### config.mk
export PLATFORM = sky130hd
export DESIGN_NAME = fpafr_top
export DESIGN_NICKNAME = d
export VERILOG_FILES = /design/src/hdl/fpafr_pkg.sv /design/src/hdl/fpafr_pnl_if.sv /design/src/hdl/fpafr_top.sv /design/src/hdl/fpafr_button.sv /design/src/hdl/fpafr_switch_latch.sv
export SDC_FILE = /design/constraint.sdc
export NUM_CORES = 1
export LEC_CHECK = 0
export BUFFER_PORTS_ARGS = -buffer_cell sky130_fd_sc_hd__buf_2
export CAP_MARGIN = 40
export CORE_UTILIZATION = 56
export CTS_BUF_LIST = sky130_fd_sc_hd__clkbuf_16
export CTS_CLUSTER_DIAMETER = 30
export DETAILED_ROUTE_END_ITERATION = 8
export GPL_ROUTABILITY_DRIVEN = 0
export GPL_TIMING_DRIVEN = 0
export HOLD_SLACK_MARGIN = 0.06
export PLACE_DENSITY = 0.79
export SLEW_MARGIN = 25
export SYNTH_ARGS = -nofsm -noshare
export SYNTH_HDL_FRONTEND = slang
export SYNTH_SLANG_ARGS = --single-unit
export TNS_END_PERCENT = 50
### constraint.sdc
create_clock -name core_clk -period 2.9 [get_ports core_clk]
set_clock_uncertainty 0.1 [all_clocks]
set_input_delay 0 -clock core_clk [delete_from_list [all_inputs] [get_ports core_clk]]
set_output_delay 0 -clock core_clk [all_outputs]
set_load 0.01 [all_outputs]
### src/hdl/fpafr_pkg.sv
// constants, field layouts and types of the front panel supervision block
package fpafr_pkg;
	localparam int CLK_HZ = 200_000_000;
	localparam int TICK_MS = 1;
	localparam int TICK_CYCLES = CLK_HZ / 1000 * TICK_MS;
	localparam int HOLD_S = 5;
	localparam int HOLD_MS = HOLD_S * 1000;
	localparam int DEBOUNCE_MS = 20;
	localparam int SHOW_S = 3;
	localparam int SHOW_MS = SHOW_S * 1000;
	localparam int SYNC_STAGES = 3;
	localparam int SETTLE_CYCLES = 4;

	localparam logic [5:0] OFS_CTRL = 6'h00;
	localparam logic [5:0] OFS_STATUS = 6'h04;
	localparam logic [5:0] OFS_ADDR = 6'h08;
	localparam logic [5:0] OFS_IRQ_STAT = 6'h0C;
	localparam logic [5:0] OFS_IRQ_MASK = 6'h10;

	localparam int CTRL_RELAY_MODE_BIT = 0;
	localparam int CTRL_SW_EN_BIT = 1;
	localparam int CTRL_IPSEL_LSB = 2;
	localparam int CTRL_W = 4;
	localparam logic [3:0] CTRL_RESET = 4'h0;

	localparam int IRQ_SHORT_BIT = 0;
	localparam int IRQ_RECOVER_BIT = 1;
	localparam int IRQ_FAULT_BIT = 2;
	localparam int IRQ_W = 3;
	localparam logic [2:0] IRQ_MASK_RESET = 3'h0;

	localparam int ADDR_NODE_LSB = 8;
	localparam int ADDR_TENS_LSB = 16;
	localparam int ADDR_UNITS_LSB = 20;
	localparam int ADDR_LATCHED_BIT = 24;

	localparam logic [1:0] IPSEL_SWITCH = 2'h0;
	localparam logic [1:0] IPSEL_SOFT = 2'h1;
	localparam logic [1:0] IPSEL_DHCP = 2'h2;

	typedef enum logic [1:0] {IPM_DHCP = 2'h0, IPM_STATIC_SW = 2'h1, IPM_SOFT = 2'h2} fpafr_ipmode_t;
	typedef enum logic [1:0] {DISP_STATUS = 2'h0, DISP_IP = 2'h1, DISP_ZERO = 2'h2} fpafr_disp_t;
	typedef enum logic [2:0] {ST_STATUS = 3'b001, ST_SHOW_IP = 3'b010, ST_FLASH_ZERO = 3'b100} fpafr_state_t;
endpackage

### src/hdl/fpafr_pnl_if.sv
// carrier between the panel input modules and the core
`timescale 1ns/1ps
interface fpafr_pnl_if;
	logic btn_short;
	logic btn_long;
	logic btn_level;
	logic [3:0] tens;
	logic [3:0] units;
	logic sw_latched;
	logic sw_live_zero;
	modport btn (output btn_short, output btn_long, output btn_level);
	modport sw (output tens, output units, output sw_latched, output sw_live_zero);
	modport core (input btn_short, input btn_long, input btn_level, input tens, input units,
		input sw_latched, input sw_live_zero);
endinterface

### src/hdl/fpafr_top.sv
// front panel supervision: fault relay, address decode, pushbutton and register slave
// Function
// relay closes on no fault, optionally also enabled
// relay ignores enable, thermal limit, regen otherwise
// fault opens relay; open relay inhibits output stage
// display shows drive status after power-up
// short press flashes the ip address
// switches zero select dhcp with link-local fallback
// switches 01-99 give static last octet
// switch value is also fieldbus node address
// switches latched only at power-up
// source select one uses software static address
// dhcp mode independent of switches, node kept
// zero switches, 5 s hold restores defaults
// host reconfigures and stores ip settings afterwards
// host saves parameters after output assignment
// output stage needs hardware and software enable
// pushbutton debounced, press length counted on clock
//
// The implementer's own choices: the Avalon-MM interface to the registers and the register offsets.
`timescale 1ns/1ps
module fpafr_top #(
	parameter int TICK_CYCLES = fpafr_pkg::TICK_CYCLES,
	parameter int HOLD_MS = fpafr_pkg::HOLD_MS,
	parameter int SHOW_MS = fpafr_pkg::SHOW_MS,
	parameter int DEBOUNCE_MS = fpafr_pkg::DEBOUNCE_MS
) (
	input wire logic core_clk,
	input wire logic rst_n,
	input wire logic [5:0] avs_address,
	input wire logic avs_read,
	input wire logic avs_write,
	input wire logic [31:0] avs_writedata,
	input wire logic [3:0] avs_byteenable,
	output logic [31:0] avs_readdata,
	output logic avs_waitrequest,
	output logic irq,
	input wire logic drive_fault,
	input wire logic hw_enable_pin,
	input wire logic front_pushbutton,
	input wire logic [3:0] tens_digit_switch,
	input wire logic [3:0] units_digit_switch,
	output logic relay_close,
	output logic stage_enable,
	output logic [1:0] disp_sel,
	output logic disp_flash,
	output logic [1:0] ip_source_select,
	output logic [7:0] ip_last_octet,
	output logic [7:0] node_addr,
	output logic ip_restore,
	output logic dhcp_start
);
	localparam int TW = $clog2(TICK_CYCLES + 1);

	function automatic fpafr_pkg::fpafr_ipmode_t ip_decode(input logic [1:0] sel, input logic [7:0] sw,
		input logic force_dhcp);
		if (force_dhcp) begin
			ip_decode = fpafr_pkg::IPM_DHCP;
		end else if (sel == fpafr_pkg::IPSEL_SOFT) begin
			ip_decode = fpafr_pkg::IPM_SOFT;
		end else if (sel == fpafr_pkg::IPSEL_DHCP || sw == 8'h00) begin
			ip_decode = fpafr_pkg::IPM_DHCP;
		end else begin
			ip_decode = fpafr_pkg::IPM_STATIC_SW;
		end
	endfunction

	logic [TW-1:0] tick_cnt_r, tick_cnt_nxt;
	logic tick_r, tick_nxt;

	fpafr_pnl_if pnl ();

	fpafr_button #(
		.DEBOUNCE_MS(DEBOUNCE_MS),
		.HOLD_MS(HOLD_MS)
	) u_button (
		.core_clk(core_clk),
		.rst_n(rst_n),
		.tick_ms(tick_r),
		.front_pushbutton(front_pushbutton),
		.pnl(pnl.btn)
	);

	fpafr_switch_latch u_switch (
		.core_clk(core_clk),
		.rst_n(rst_n),
		.tens_digit_switch(tens_digit_switch),
		.units_digit_switch(units_digit_switch),
		.pnl(pnl.sw)
	);

	// millisecond enable
	always_comb begin
		tick_nxt = (tick_cnt_r == TW'(TICK_CYCLES - 1));
		tick_cnt_nxt = tick_nxt ? '0 : tick_cnt_r + TW'(1);
	end

	always_ff @(posedge core_clk) begin
		if (!rst_n) begin
			tick_cnt_r <= '0;
			tick_r <= 1'b0;
		end else begin
			tick_cnt_r <= tick_cnt_nxt;
			tick_r <= tick_nxt;
		end
	end

	// enable pin synchroniser and relay chain
	logic [2:0] en_sync_r, en_sync_nxt;
	logic hw_en_r, hw_en_nxt;
	logic relay_r, relay_nxt;
	logic stage_r, stage_nxt;
	logic fault_d_r;
	logic [fpafr_pkg::CTRL_W-1:0] ctrl_r, ctrl_nxt;
	logic relay_mode, sw_en;
	logic [1:0] ipsel;

	assign relay_mode = ctrl_r[fpafr_pkg::CTRL_RELAY_MODE_BIT];
	assign sw_en = ctrl_r[fpafr_pkg::CTRL_SW_EN_BIT];
	assign ipsel = ctrl_r[fpafr_pkg::CTRL_IPSEL_LSB +: 2];

	always_comb begin
		en_sync_nxt = {en_sync_r[1:0], hw_enable_pin};
		hw_en_nxt = (en_sync_r[1] == en_sync_r[2]) ? en_sync_r[2] : hw_en_r;
		// only fault and, in mode one, the enable chain reach the contact
		relay_nxt = !drive_fault && (!relay_mode || (hw_en_r && sw_en));
		stage_nxt = !drive_fault && relay_nxt && hw_en_r && sw_en;
	end

	always_ff @(posedge core_clk) begin
		if (!rst_n) begin
			en_sync_r <= 3'h0;
			hw_en_r <= 1'b0;
			relay_r <= 1'b0;
			stage_r <= 1'b0;
			fault_d_r <= 1'b0;
		end else begin
			en_sync_r <= en_sync_nxt;
			hw_en_r <= hw_en_nxt;
			relay_r <= relay_nxt;
			stage_r <= stage_nxt;
			fault_d_r <= drive_fault;
		end
	end

	// address decode from the power-up switch value
	logic [7:0] sw_val;
	logic [7:0] node_r, octet_r;
	logic [1:0] ipm_r;
	logic force_dhcp_r, force_dhcp_nxt;
	fpafr_pkg::fpafr_ipmode_t ipm_nxt;

	assign sw_val = {4'h0, pnl.tens} * 8'h0A + {4'h0, pnl.units};

	always_comb begin
		ipm_nxt = ip_decode(ipsel, sw_val, force_dhcp_r);
	end

	always_ff @(posedge core_clk) begin
		if (!rst_n) begin
			node_r <= 8'h00;
			octet_r <= 8'h00;
			ipm_r <= fpafr_pkg::IPM_DHCP;
		end else begin
			node_r <= sw_val;
			octet_r <= (ipm_nxt == fpafr_pkg::IPM_STATIC_SW) ? sw_val : 8'h00;
			ipm_r <= ipm_nxt;
		end
	end

	// display sequencer
	fpafr_pkg::fpafr_state_t st_r, st_nxt;
	logic [15:0] show_r, show_nxt;
	logic restore_r, restore_nxt;
	logic dhcp_r, dhcp_nxt;
	logic [1:0] disp_r, disp_nxt;
	logic recover;

	assign recover = pnl.btn_long && pnl.sw_live_zero;

	always_comb begin
		st_nxt = st_r;
		show_nxt = show_r;
		restore_nxt = 1'b0;
		dhcp_nxt = 1'b0;
		force_dhcp_nxt = force_dhcp_r;
		case (st_r)
			fpafr_pkg::ST_STATUS: begin
				show_nxt = 16'h0000;
				if (recover) begin
					st_nxt = fpafr_pkg::ST_FLASH_ZERO;
					restore_nxt = 1'b1;
					force_dhcp_nxt = 1'b1;
				end else if (pnl.btn_short) begin
					st_nxt = fpafr_pkg::ST_SHOW_IP;
				end
			end
			fpafr_pkg::ST_SHOW_IP, fpafr_pkg::ST_FLASH_ZERO: begin
				if (tick_r) begin
					if (show_r == 16'(SHOW_MS - 1)) begin
						st_nxt = fpafr_pkg::ST_STATUS;
						dhcp_nxt = (st_r == fpafr_pkg::ST_FLASH_ZERO);
					end else begin
						show_nxt = show_r + 16'h0001;
					end
				end
			end
			default: begin
				st_nxt = fpafr_pkg::ST_STATUS;
			end
		endcase
		case (st_nxt)
			fpafr_pkg::ST_SHOW_IP: disp_nxt = fpafr_pkg::DISP_IP;
			fpafr_pkg::ST_FLASH_ZERO: disp_nxt = fpafr_pkg::DISP_ZERO;
			default: disp_nxt = fpafr_pkg::DISP_STATUS;
		endcase
	end

	always_ff @(posedge core_clk) begin
		if (!rst_n) begin
			st_r <= fpafr_pkg::ST_STATUS;
			show_r <= 16'h0000;
			restore_r <= 1'b0;
			dhcp_r <= 1'b0;
			force_dhcp_r <= 1'b0;
			disp_r <= fpafr_pkg::DISP_STATUS;
		end else begin
			st_r <= st_nxt;
			show_r <= show_nxt;
			restore_r <= restore_nxt;
			dhcp_r <= dhcp_nxt;
			force_dhcp_r <= force_dhcp_nxt;
			disp_r <= disp_nxt;
		end
	end

	// register slave, one wait cycle per access
	logic ack_r, ack_nxt;
	logic [31:0] rdata_r, rdata_nxt, rmux;
	logic [fpafr_pkg::IRQ_W-1:0] istat_r, istat_nxt, imask_r, imask_nxt, events;
	logic wr_fire;

	assign wr_fire = avs_write && ack_r && avs_byteenable[0];
	assign events = {pnl.sw_latched && drive_fault && !fault_d_r, recover, pnl.btn_short};

	always_comb begin
		ack_nxt = (avs_read || avs_write) && !ack_r;
		case (avs_address)
			fpafr_pkg::OFS_CTRL: rmux = {28'h0, ctrl_r};
			fpafr_pkg::OFS_STATUS: rmux = {24'h0, ipm_r, pnl.btn_level, pnl.sw_latched, drive_fault, hw_en_r,
				stage_r, relay_r};
			fpafr_pkg::OFS_ADDR: rmux = {7'h0, pnl.sw_latched, pnl.units, pnl.tens, node_r, octet_r};
			fpafr_pkg::OFS_IRQ_STAT: rmux = {29'h0, istat_r};
			fpafr_pkg::OFS_IRQ_MASK: rmux = {29'h0, imask_r};
			default: rmux = 32'h0000_0000;
		endcase
		rdata_nxt = (avs_read && !ack_r) ? rmux : rdata_r;
		ctrl_nxt = ctrl_r;
		imask_nxt = imask_r;
		istat_nxt = istat_r;
		if (wr_fire && avs_address == fpafr_pkg::OFS_CTRL) begin
			ctrl_nxt = avs_writedata[fpafr_pkg::CTRL_W-1:0];
		end
		if (wr_fire && avs_address == fpafr_pkg::OFS_IRQ_MASK) begin
			imask_nxt = avs_writedata[fpafr_pkg::IRQ_W-1:0];
		end
		if (wr_fire && avs_address == fpafr_pkg::OFS_IRQ_STAT) begin
			istat_nxt = istat_r & ~avs_writedata[fpafr_pkg::IRQ_W-1:0];
		end
		istat_nxt = istat_nxt | events;
		if (restore_nxt) begin
			ctrl_nxt[fpafr_pkg::CTRL_IPSEL_LSB +: 2] = fpafr_pkg::IPSEL_SWITCH;
		end
	end

	always_ff @(posedge core_clk) begin
		if (!rst_n) begin
			ack_r <= 1'b0;
			rdata_r <= 32'h0000_0000;
			ctrl_r <= fpafr_pkg::CTRL_RESET;
			imask_r <= fpafr_pkg::IRQ_MASK_RESET;
			istat_r <= 3'h0;
		end else begin
			ack_r <= ack_nxt;
			rdata_r <= rdata_nxt;
			ctrl_r <= ctrl_nxt;
			imask_r <= imask_nxt;
			istat_r <= istat_nxt;
		end
	end

	assign avs_waitrequest = (avs_read || avs_write) && !ack_r;
	assign avs_readdata = rdata_r;
	assign irq = |(istat_r & imask_r);
	assign relay_close = relay_r;
	assign stage_enable = stage_r;
	assign disp_sel = disp_r;
	assign disp_flash = (st_r != fpafr_pkg::ST_STATUS);
	assign ip_source_select = ipm_r;
	assign ip_last_octet = octet_r;
	assign node_addr = node_r;
	assign ip_restore = restore_r;
	assign dhcp_start = dhcp_r;
endmodule

### src/hdl/fpafr_button.sv
// pushbutton synchroniser, debouncer and press length classifier
`timescale 1ns/1ps
module fpafr_button #(
	parameter int DEBOUNCE_MS = fpafr_pkg::DEBOUNCE_MS,
	parameter int HOLD_MS = fpafr_pkg::HOLD_MS
) (
	input wire logic core_clk,
	input wire logic rst_n,
	input wire logic tick_ms,
	input wire logic front_pushbutton,
	fpafr_pnl_if.btn pnl
);
	logic [2:0] sync_r, sync_nxt;
	logic stable_r, stable_nxt;
	logic [15:0] deb_r, deb_nxt;
	logic [15:0] hold_r, hold_nxt;
	logic long_done_r, long_done_nxt;
	logic short_r, short_nxt;
	logic long_r, long_nxt;

	always_comb begin
		sync_nxt = {sync_r[1:0], front_pushbutton};
		stable_nxt = stable_r;
		deb_nxt = deb_r;
		hold_nxt = hold_r;
		long_done_nxt = long_done_r;
		short_nxt = 1'b0;
		long_nxt = 1'b0;
		// a change counts only while the last two stages agree
		if (sync_r[1] != sync_r[2] || sync_r[2] == stable_r) begin
			deb_nxt = 16'h0000;
		end else if (tick_ms) begin
			if (deb_r == 16'(DEBOUNCE_MS - 1)) begin
				stable_nxt = sync_r[2];
				deb_nxt = 16'h0000;
			end else begin
				deb_nxt = deb_r + 16'h0001;
			end
		end
		if (stable_r) begin
			if (tick_ms && !long_done_r) begin
				if (hold_r == 16'(HOLD_MS - 1)) begin
					long_nxt = 1'b1;
					long_done_nxt = 1'b1;
				end else begin
					hold_nxt = hold_r + 16'h0001;
				end
			end
			if (!stable_nxt) begin
				short_nxt = !long_done_r;
				// a release on the tick that ends the hold counts as short
				long_nxt = 1'b0;
				hold_nxt = 16'h0000;
				long_done_nxt = 1'b0;
			end
		end
	end

	always_ff @(posedge core_clk) begin
		if (!rst_n) begin
			sync_r <= 3'h0;
			stable_r <= 1'b0;
			deb_r <= 16'h0000;
			hold_r <= 16'h0000;
			long_done_r <= 1'b0;
			short_r <= 1'b0;
			long_r <= 1'b0;
		end else begin
			sync_r <= sync_nxt;
			stable_r <= stable_nxt;
			deb_r <= deb_nxt;
			hold_r <= hold_nxt;
			long_done_r <= long_done_nxt;
			short_r <= short_nxt;
			long_r <= long_nxt;
		end
	end

	assign pnl.btn_short = short_r;
	assign pnl.btn_long = long_r;
	assign pnl.btn_level = stable_r;
endmodule

### src/hdl/fpafr_switch_latch.sv
// rotary switch synchroniser with one capture after power-up
`timescale 1ns/1ps
module fpafr_switch_latch (
	input wire logic core_clk,
	input wire logic rst_n,
	input wire logic [3:0] tens_digit_switch,
	input wire logic [3:0] units_digit_switch,
	fpafr_pnl_if.sw pnl
);
	logic [7:0] s1_r, s2_r, s3_r;
	logic [2:0] settle_r, settle_nxt;
	logic latched_r, latched_nxt;
	logic [7:0] val_r, val_nxt;
	logic zero_r, zero_nxt;

	always_comb begin
		settle_nxt = settle_r;
		latched_nxt = latched_r;
		val_nxt = val_r;
		zero_nxt = (s2_r == s3_r) ? (s3_r == 8'h00) : zero_r;
		if (!latched_r) begin
			if (s2_r != s3_r) begin
				settle_nxt = 3'h0;
			end else if (settle_r == 3'(fpafr_pkg::SETTLE_CYCLES - 1)) begin
				latched_nxt = 1'b1;
				val_nxt = s3_r;
			end else begin
				settle_nxt = settle_r + 3'h1;
			end
		end
	end

	always_ff @(posedge core_clk) begin
		if (!rst_n) begin
			s1_r <= 8'h00;
			s2_r <= 8'h00;
			s3_r <= 8'h00;
			settle_r <= 3'h0;
			latched_r <= 1'b0;
			val_r <= 8'h00;
			zero_r <= 1'b0;
		end else begin
			s1_r <= {tens_digit_switch, units_digit_switch};
			s2_r <= s1_r;
			s3_r <= s2_r;
			settle_r <= settle_nxt;
			latched_r <= latched_nxt;
			val_r <= val_nxt;
			zero_r <= zero_nxt;
		end
	end

	assign pnl.tens = val_r[7:4];
	assign pnl.units = val_r[3:0];
	assign pnl.sw_latched = latched_r;
	assign pnl.sw_live_zero = zero_r;
endmodule

Word-level counts from Yosys, hierarchy flattened
Cells that the tools add are included.
{ "word_totals": {"ff_bits": 187, "latchBits": 0, "mem_bits_rw": 0, "mem_bits_ro": 0, "input_bits": 57, "out_inout_bits": 59, "elab_cells": 156, "mem_count": 0} }
{ "op_classes": {"add_sub_neg": 6, "multipliers": 1, "div": 0, "n_lt_le_gt_ge": 0, "n_eq_ne": 29, "shifts": 0, "mux": 32, "n_bitwise": 8, "reduce_logical": 44} }
{ "ops": {"columns": ["op", "count"], "rows": [
  ["$pmux W25 S5", 1],
  ["$mux W16", 6],
  ["$add A16 B1 Y16 const B", 3],
  ["$pmux W16 S2", 1],
  ["$mux W3", 7],
  ["$add A18 B1 Y18 const B", 1],
  ["$eq A18 B18 Y1 const B", 1],
  ["$eq A16 B12 Y1 const B", 1],
  ["$eq A16 B13 Y1 const B", 1],
  ["$eq A16 B5 Y1 const B", 1],
  ["$logic_and A1 B1 Y1", 16],
  ["$logic_not A8 Y1", 2],
  ["$mux W1", 13],
  ["$eq A6 B4 Y1 const B", 2],
  ["$reduce_and A3 Y1", 4],
  ["$ne A2 B2 Y1 const B", 5],
  ["$eq A3 B2 Y1 const B", 3],
  ["$add A8 B4 Y8", 1],
  ["$eq A8 B8 Y1", 1],
  ["$ne A8 B8 Y1", 1],
  ["$reduce_and A4 Y1", 2],
  ["$reduce_or A2 Y1", 4],
  ["$mul A4 B3 Y7 const B", 1],
  ["$and A3 B3 Y3", 2],
  ["other kinds (23)", 40]
]} }

Depth between registers and ports, before layout
{ "logic_depth": {"depth_word": 9, "ltp_mapped": 9, "ltp_nobuf": 8} }

Modules after synthesis
From an unflattened synthesis, not the netlist that was laid out.
{ "unflattened": {"cells_unflattened": 858, "hier_area_um2": 7831.3} }
{ "by_module_without_submodules": {"columns": ["module", "instances", "cells_per_inst", "area_each_um2", "seq_area_each_um2"], "rows": [
  ["fpafr_top", 1, 516, 4586.9, 2082.0],
  ["fpafr_button", 1, 214, 1910.6, 780.7],
  ["fpafr_switch_latch", 1, 128, 1333.8, 740.7]
]} }

Worst setup path after synthesis
No wires, ideal clock.
{ "synth_timing": {"path_type": "register -> register", "from": "reg u_switch.val_r[5]", "to": "reg ipm_r[0], in the netlist ip_source_select[0]", "setup_ns": 0.131, "arrival_time_ns": 2.000, "t_required_ns": 2.669, "path_slack_ns": 0.669, "stages_incl_launch_ff": 9, "n_path_buf": 0, "path_cell_list": "dfxtp_1 -> ha_1 -> ha_1 -> fa_1 -> nand2_1 -> nor3_1 -> xnor2_1 -> a21oi_1 -> a31oi_1"} }
{ "synth_between": {"elab_chain_len": 7} }
{ "synth_lines": {"columns": ["element", "line", "source"], "rows": [
  ["start: declaration", "fpafr_switch_latch.sv:13", "logic [7:0] val_r, val_nxt;"],
  ["start signal: assignment", "fpafr_switch_latch.sv:48", "val_r <= val_nxt;"],
  ["$mul A4 B3 Y7", "fpafr_top.sv:153", "assign sw_val = {4'h0, pnl.tens} * 8'h0A + {4'h0, pnl.units};"],
  ["$add A8 B4 Y8", "fpafr_top.sv:153", null],
  ["$logic_not A8 Y1", "fpafr_top.sv:61", "end else if (sel == fpafr_pkg::IPSEL_DHCP || sw == 8'h00) begin"],
  ["$logic_or A1 B1 Y1", "fpafr_top.sv:61", null],
  ["$mux W1", "fpafr_top.sv:61", null],
  ["$mux W2", "fpafr_top.sv:59", "end else if (sel == fpafr_pkg::IPSEL_SOFT) begin"],
  ["$mux W2", "fpafr_top.sv:57", "if (force_dhcp) begin"],
  ["end signal: assignment", "fpafr_top.sv:163", "ipm_r <= fpafr_pkg::IPM_DHCP;"],
  ["end signal: assignment", "fpafr_top.sv:167", "ipm_r <= ipm_nxt;"],
  ["end: declaration", "fpafr_top.sv:149", "logic [1:0] ipm_r;"]
]} }
Every way passes these cells.
A chain may end at the register's enable or synchronous reset.

Final worst setup path
{ "layout_timing": {"from": "in avs_address[4]", "to": "reg ctrl_r[3] (netlist name)"} }
{ "layout_between": {"elab_chain_len": 2} }
{ "layout_lines": {"columns": ["element", "line", "source"], "rows": [
  ["start: declaration", "fpafr_top.sv:30", "input wire logic [5:0] avs_address,"],
  ["$logic_not A6 Y1", "fpafr_top.sv:261", "if (wr_fire && avs_address == fpafr_pkg::OFS_CTRL) begin"],
  ["$logic_and A1 B1 Y1", "fpafr_top.sv:261", null],
  ["end signal: assignment", "fpafr_top.sv:280", "ctrl_r <= fpafr_pkg::CTRL_RESET;"],
  ["end signal: assignment", "fpafr_top.sv:286", "ctrl_r <= ctrl_nxt;"],
  ["end: declaration", "fpafr_top.sv:114", "logic [fpafr_pkg::CTRL_W-1:0] ctrl_r, ctrl_nxt;"]
]} }
Every way passes these cells.

==> reports/metrics.yaml <==
setup_path:
  buffers_inverters_on_critical_path: 4
  crit_path_kind: "primary input to register"
  worstSetupStartpointType: "primary input"
  worstPathArrival_ns: 2.94
  cp_max_fo: 7
  critical-path-top-delay-family: "buffers and inverters"
  cp_slowest_cell: "sky130_fd_sc_hd__dlygate4sd3_1"
  cp_data_required_time_ns: 3.17
  cp_common_cell: "sky130_fd_sc_hd__dlygate4sd3_1"
  crit_path_end_kind: "register"
  peak_per_stage_delay_on_the_critical_path_ns: 0.59
  cp_cell_sequence: "dlygate4sd3_1 > buf_2 > or4_1 > nor2_2 > nand3_1 > dlygate4sd3_1 > a21oi_1 > dlygate4sd3_1"
hold_path:
  min_path_type: "primary input to register"
cts:
  cts_inserted_buffers: 17
  ctsHtreeMaxLevel: 4
  clk_pin_slew_ns: 0.06
  cts_num_sinks: 180
  worst_skew_pair.late_latency_ns: 0.43
  cts_buffer_depth: 2
  clockRootBuffer: "sky130_fd_sc_hd__clkbuf_16"
  cts_tree: "built"
placement:
  dpl.hpwl_mm: 11.0
  buffer_ports.inserted: 77
  dpl_worst_slack_ns: 0.452
power_and_ir_drop:
  total_leakage_power_nw: 3.49
  peak_vdd_ir_v: 0.000427
  power.density_nw_per_um2: 560
grt:
  grt_overflow: 0
  maximum_number_of_pins_on_one_net_before_global_route_repair: 17
  grt_antenna_before_repair: 0
  grt_pass1_wl_mm: 26.5
  grt_util_all_layers_pct: 24.9
  grt_pass1_vias: 5673
finish:
  antennaDiodeCount: 0
  final_layout_size_suffix_gt1_share_pct: 13.3
  nets: 1041
  syn_to_final_growth_pct: 21.4
yosys:
  yosysMostFrequentCell: "sky130_fd_sc_hd__dfxtp_1"
  fraction_of_the_yosys_area_taken_by_sequential_cells_pct: 48.4
  synth_top_cell_by_area: "sky130_fd_sc_hd__dfxtp_1"
  yosysWarnings: 0
  netlist_area_um2: 7440
  yosys_most_used_dff: "sky130_fd_sc_hd__dfxtp_1"
  synth_enable_flop_cells: 0
  register_bit_count_reported_by_yosys: 180
  synthDominantCellAreaShare_pct: 48.4
  ys_top_cells_by_count: "180 x sky130_fd_sc_hd__dfxtp_1, 102 x sky130_fd_sc_hd__nor2_1, 71 x sky130_fd_sc_hd__a21oi_1"
  synth_cell_type_count: 53
  syn-instance-count: 830
  postSynth.asyncResetShare_pct: 0
  synthesis.area_per_instance_um2: 8.97
  leading_post_synthesis_cells_by_cell_area: "sky130_fd_sc_hd__dfxtp_1 48%, sky130_fd_sc_hd__nor2_1 5.1%, sky130_fd_sc_hd__a21oi_1 4.8%, sky130_fd_sc_hd__xnor2_1 3.8%, sky130_fd_sc_hd__nand3_1 3.4%"
timing:
  fin_crit_ns: 2.67
  setup_tns_ns: 0
  max_slew_margin_pct: 55.8
  timing.final.ws_setup_ns: 0.234
  grt_setup_unrepaired: "no"
  setup_violations: 0
  finalHoldViolations: 0
  worstMarginPinSlew_ns: 0.662
  maxClockFrequency_ghz: 0.375
  final_max_slew_viol_count: 0
  final_min_period_over_clock_period_pct: 91.9
route:
  wl_per_cell_um: 14.1
  antenna_left: 0
  detail_route.vias_per_cell: 5.46
  via_count: 6293
  routed_wl_mm: 16.3
  tritonroute_pass_1_iters: 5
  drc_violations: 0
  drtIter0Drc: 460
floorplan:
  io_pins: 116
  die_x_um: 117
  die_h_um: 117
  design.core.area_um2: 12800
  rows: 41
  die-area_um2: 13800
  starting_density_of_the_core_pct: 58.3
job:
  maxCapViolations: 0
status:
  outcome: "finished clean"
[flip-flops by register name, indices dropped and copies added (netlist names), 2 cells and up]
register,count
avs_readdata,25
tick_cnt_r,18
show_r,16
u_button.deb_r,16
u_button.hold_r,16
ip_last_octet,8
node_addr,8
u_switch.s1_r,8
u_switch.s2_r,8
u_switch.s3_r,8
u_switch.val_r,8
ctrl_r,4
en_sync_r,3
imask_r,3
istat_r,3
st_r,3
u_button.sync_r,3
u_switch.settle_r,3
disp_sel,2
ip_source_select,2
[worst reg2reg max path: stages, from the launching register on]
cell                      delay (ns)
sky130_fd_sc_hd__dfxtp_1        0.45
sky130_fd_sc_hd__ha_1           0.29
sky130_fd_sc_hd__ha_1           0.23
sky130_fd_sc_hd__fa_1           0.52
sky130_fd_sc_hd__nand2_1        0.10
sky130_fd_sc_hd__nor3_1         0.18
sky130_fd_sc_hd__xnor2_1        0.10
sky130_fd_sc_hd__a21oi_1        0.28
sky130_fd_sc_hd__a31oi_1        0.12
[routing by layer]
layer	up-vias	wire length [um]	GRT usage (%)
li1	3154	-	-
met1	2918	7630	32.1
met2	195	7570	40.9
met3	26	866	5.36
met4	0	236	9.37
met5	-	0	0
[final cells by class]
| cell class | count | area (um2) |
|---|---|---|
| fillers | 1007 | 3740 |
| flip-flops and latches | 180 | 3600 |
| multi-input cells | 596 | 3590 |
| repair buffers | 114 | 756 |
| clock buffers | 17 | 425 |
| well taps | 172 | 215 |
| plain buffers | 42 | 203 |
| clock inverters | 14 | 171 |
| inverters | 18 | 67.6 |
[kinds of logic (layout without fill, tap and decap cells)]
family	after synthesis	after routing	share of synthesized area, %
other	1	7	0.0504
DFF	180	180	48.4
xor gates and xnor gates	57	57	6.71
adders and majority gates	15	15	2.72
AOI/OAI and AO/OA	125	125	9.77
and+or+nand+nor	372	372	26.0
muxes	20	20	2.71
buffers and inverters	60	205	3.63
[metrics by stage]
stage | area [um2] | total power (W) | util [%] | instances | hold slack (ns)
6_report | 9030 | 0.00506 | 70.7 | 1153 | 0.205
5_1_grt | 9030 | 0.00522 | 70.7 | 1153 | 0.212
4_1_cts | 9030 | 0.00507 | 70.7 | 1153 | 0.191
3_5_place_dp | 8070 | 0.00275 | 63.1 | 1085 | 0.110
3_3_place_gp | 8070 | 0.00275 | 63.1 | 1085 | 0.105
2_1_floorplan | 7460 | 0.00268 | - | 836 | 0.0217
[layout by cell type (no fill, tap or decap), drive strengths merged, types with 4 or more instances in the layout]
master and instances:
buf 97, nand2 60, nand3 50, dlygate4sd3 37, nor2b 9, dfxtp 180, inv 20, nor4 9
nand2b 6, nor3 15, and4 10, a22oi 8, mux2i 19, or3 15, or4 4, nor4b 8
nand4 24, and2 38, bufinv 4, conb 7, o21ai 28, ha 13, xor2 25, and3 11
clkbuf 39, xnor2 32, clkinv 5, a21oi 71, nor2 102
[power by group]
part | internal, W | total [W] | switching, W
logic | 0.0000872 | 0.000209 | 0.000122
registers | 0.00250 | 0.00252 | 0.0000190
clock network | 0.00142 | 0.00233 | 0.000912
total | 0.00400 | 0.00506 | 0.00105
[worst paths after layout]
| path | end | cells past startpoint | start | slack, ns |
|---|---|---|---|---|
| setup / recovery | ctrl_r[3] | 8 | avs_address[4] | 0.23 |
| hold / removal | u_switch.s1_r[3] | 3 | units_digit_switch[3] | 0.21 |
| setup reg to reg | ip_source_select[0] | 8 | u_switch.val_r[7] | 0.41 |
| hold reg to reg | u_button.pnl.btn_short | 1 | u_button.long_done_r | 0.33 |
[what timing repair did]
action	CTS	global route
gates resized for setup	0	1
setup endpoints to repair	0	2
hold buffers	37	0
buffers inserted	0	0
hold endpoints to repair	41	0
Note: power is estimated with default switching activity, not from simulation.
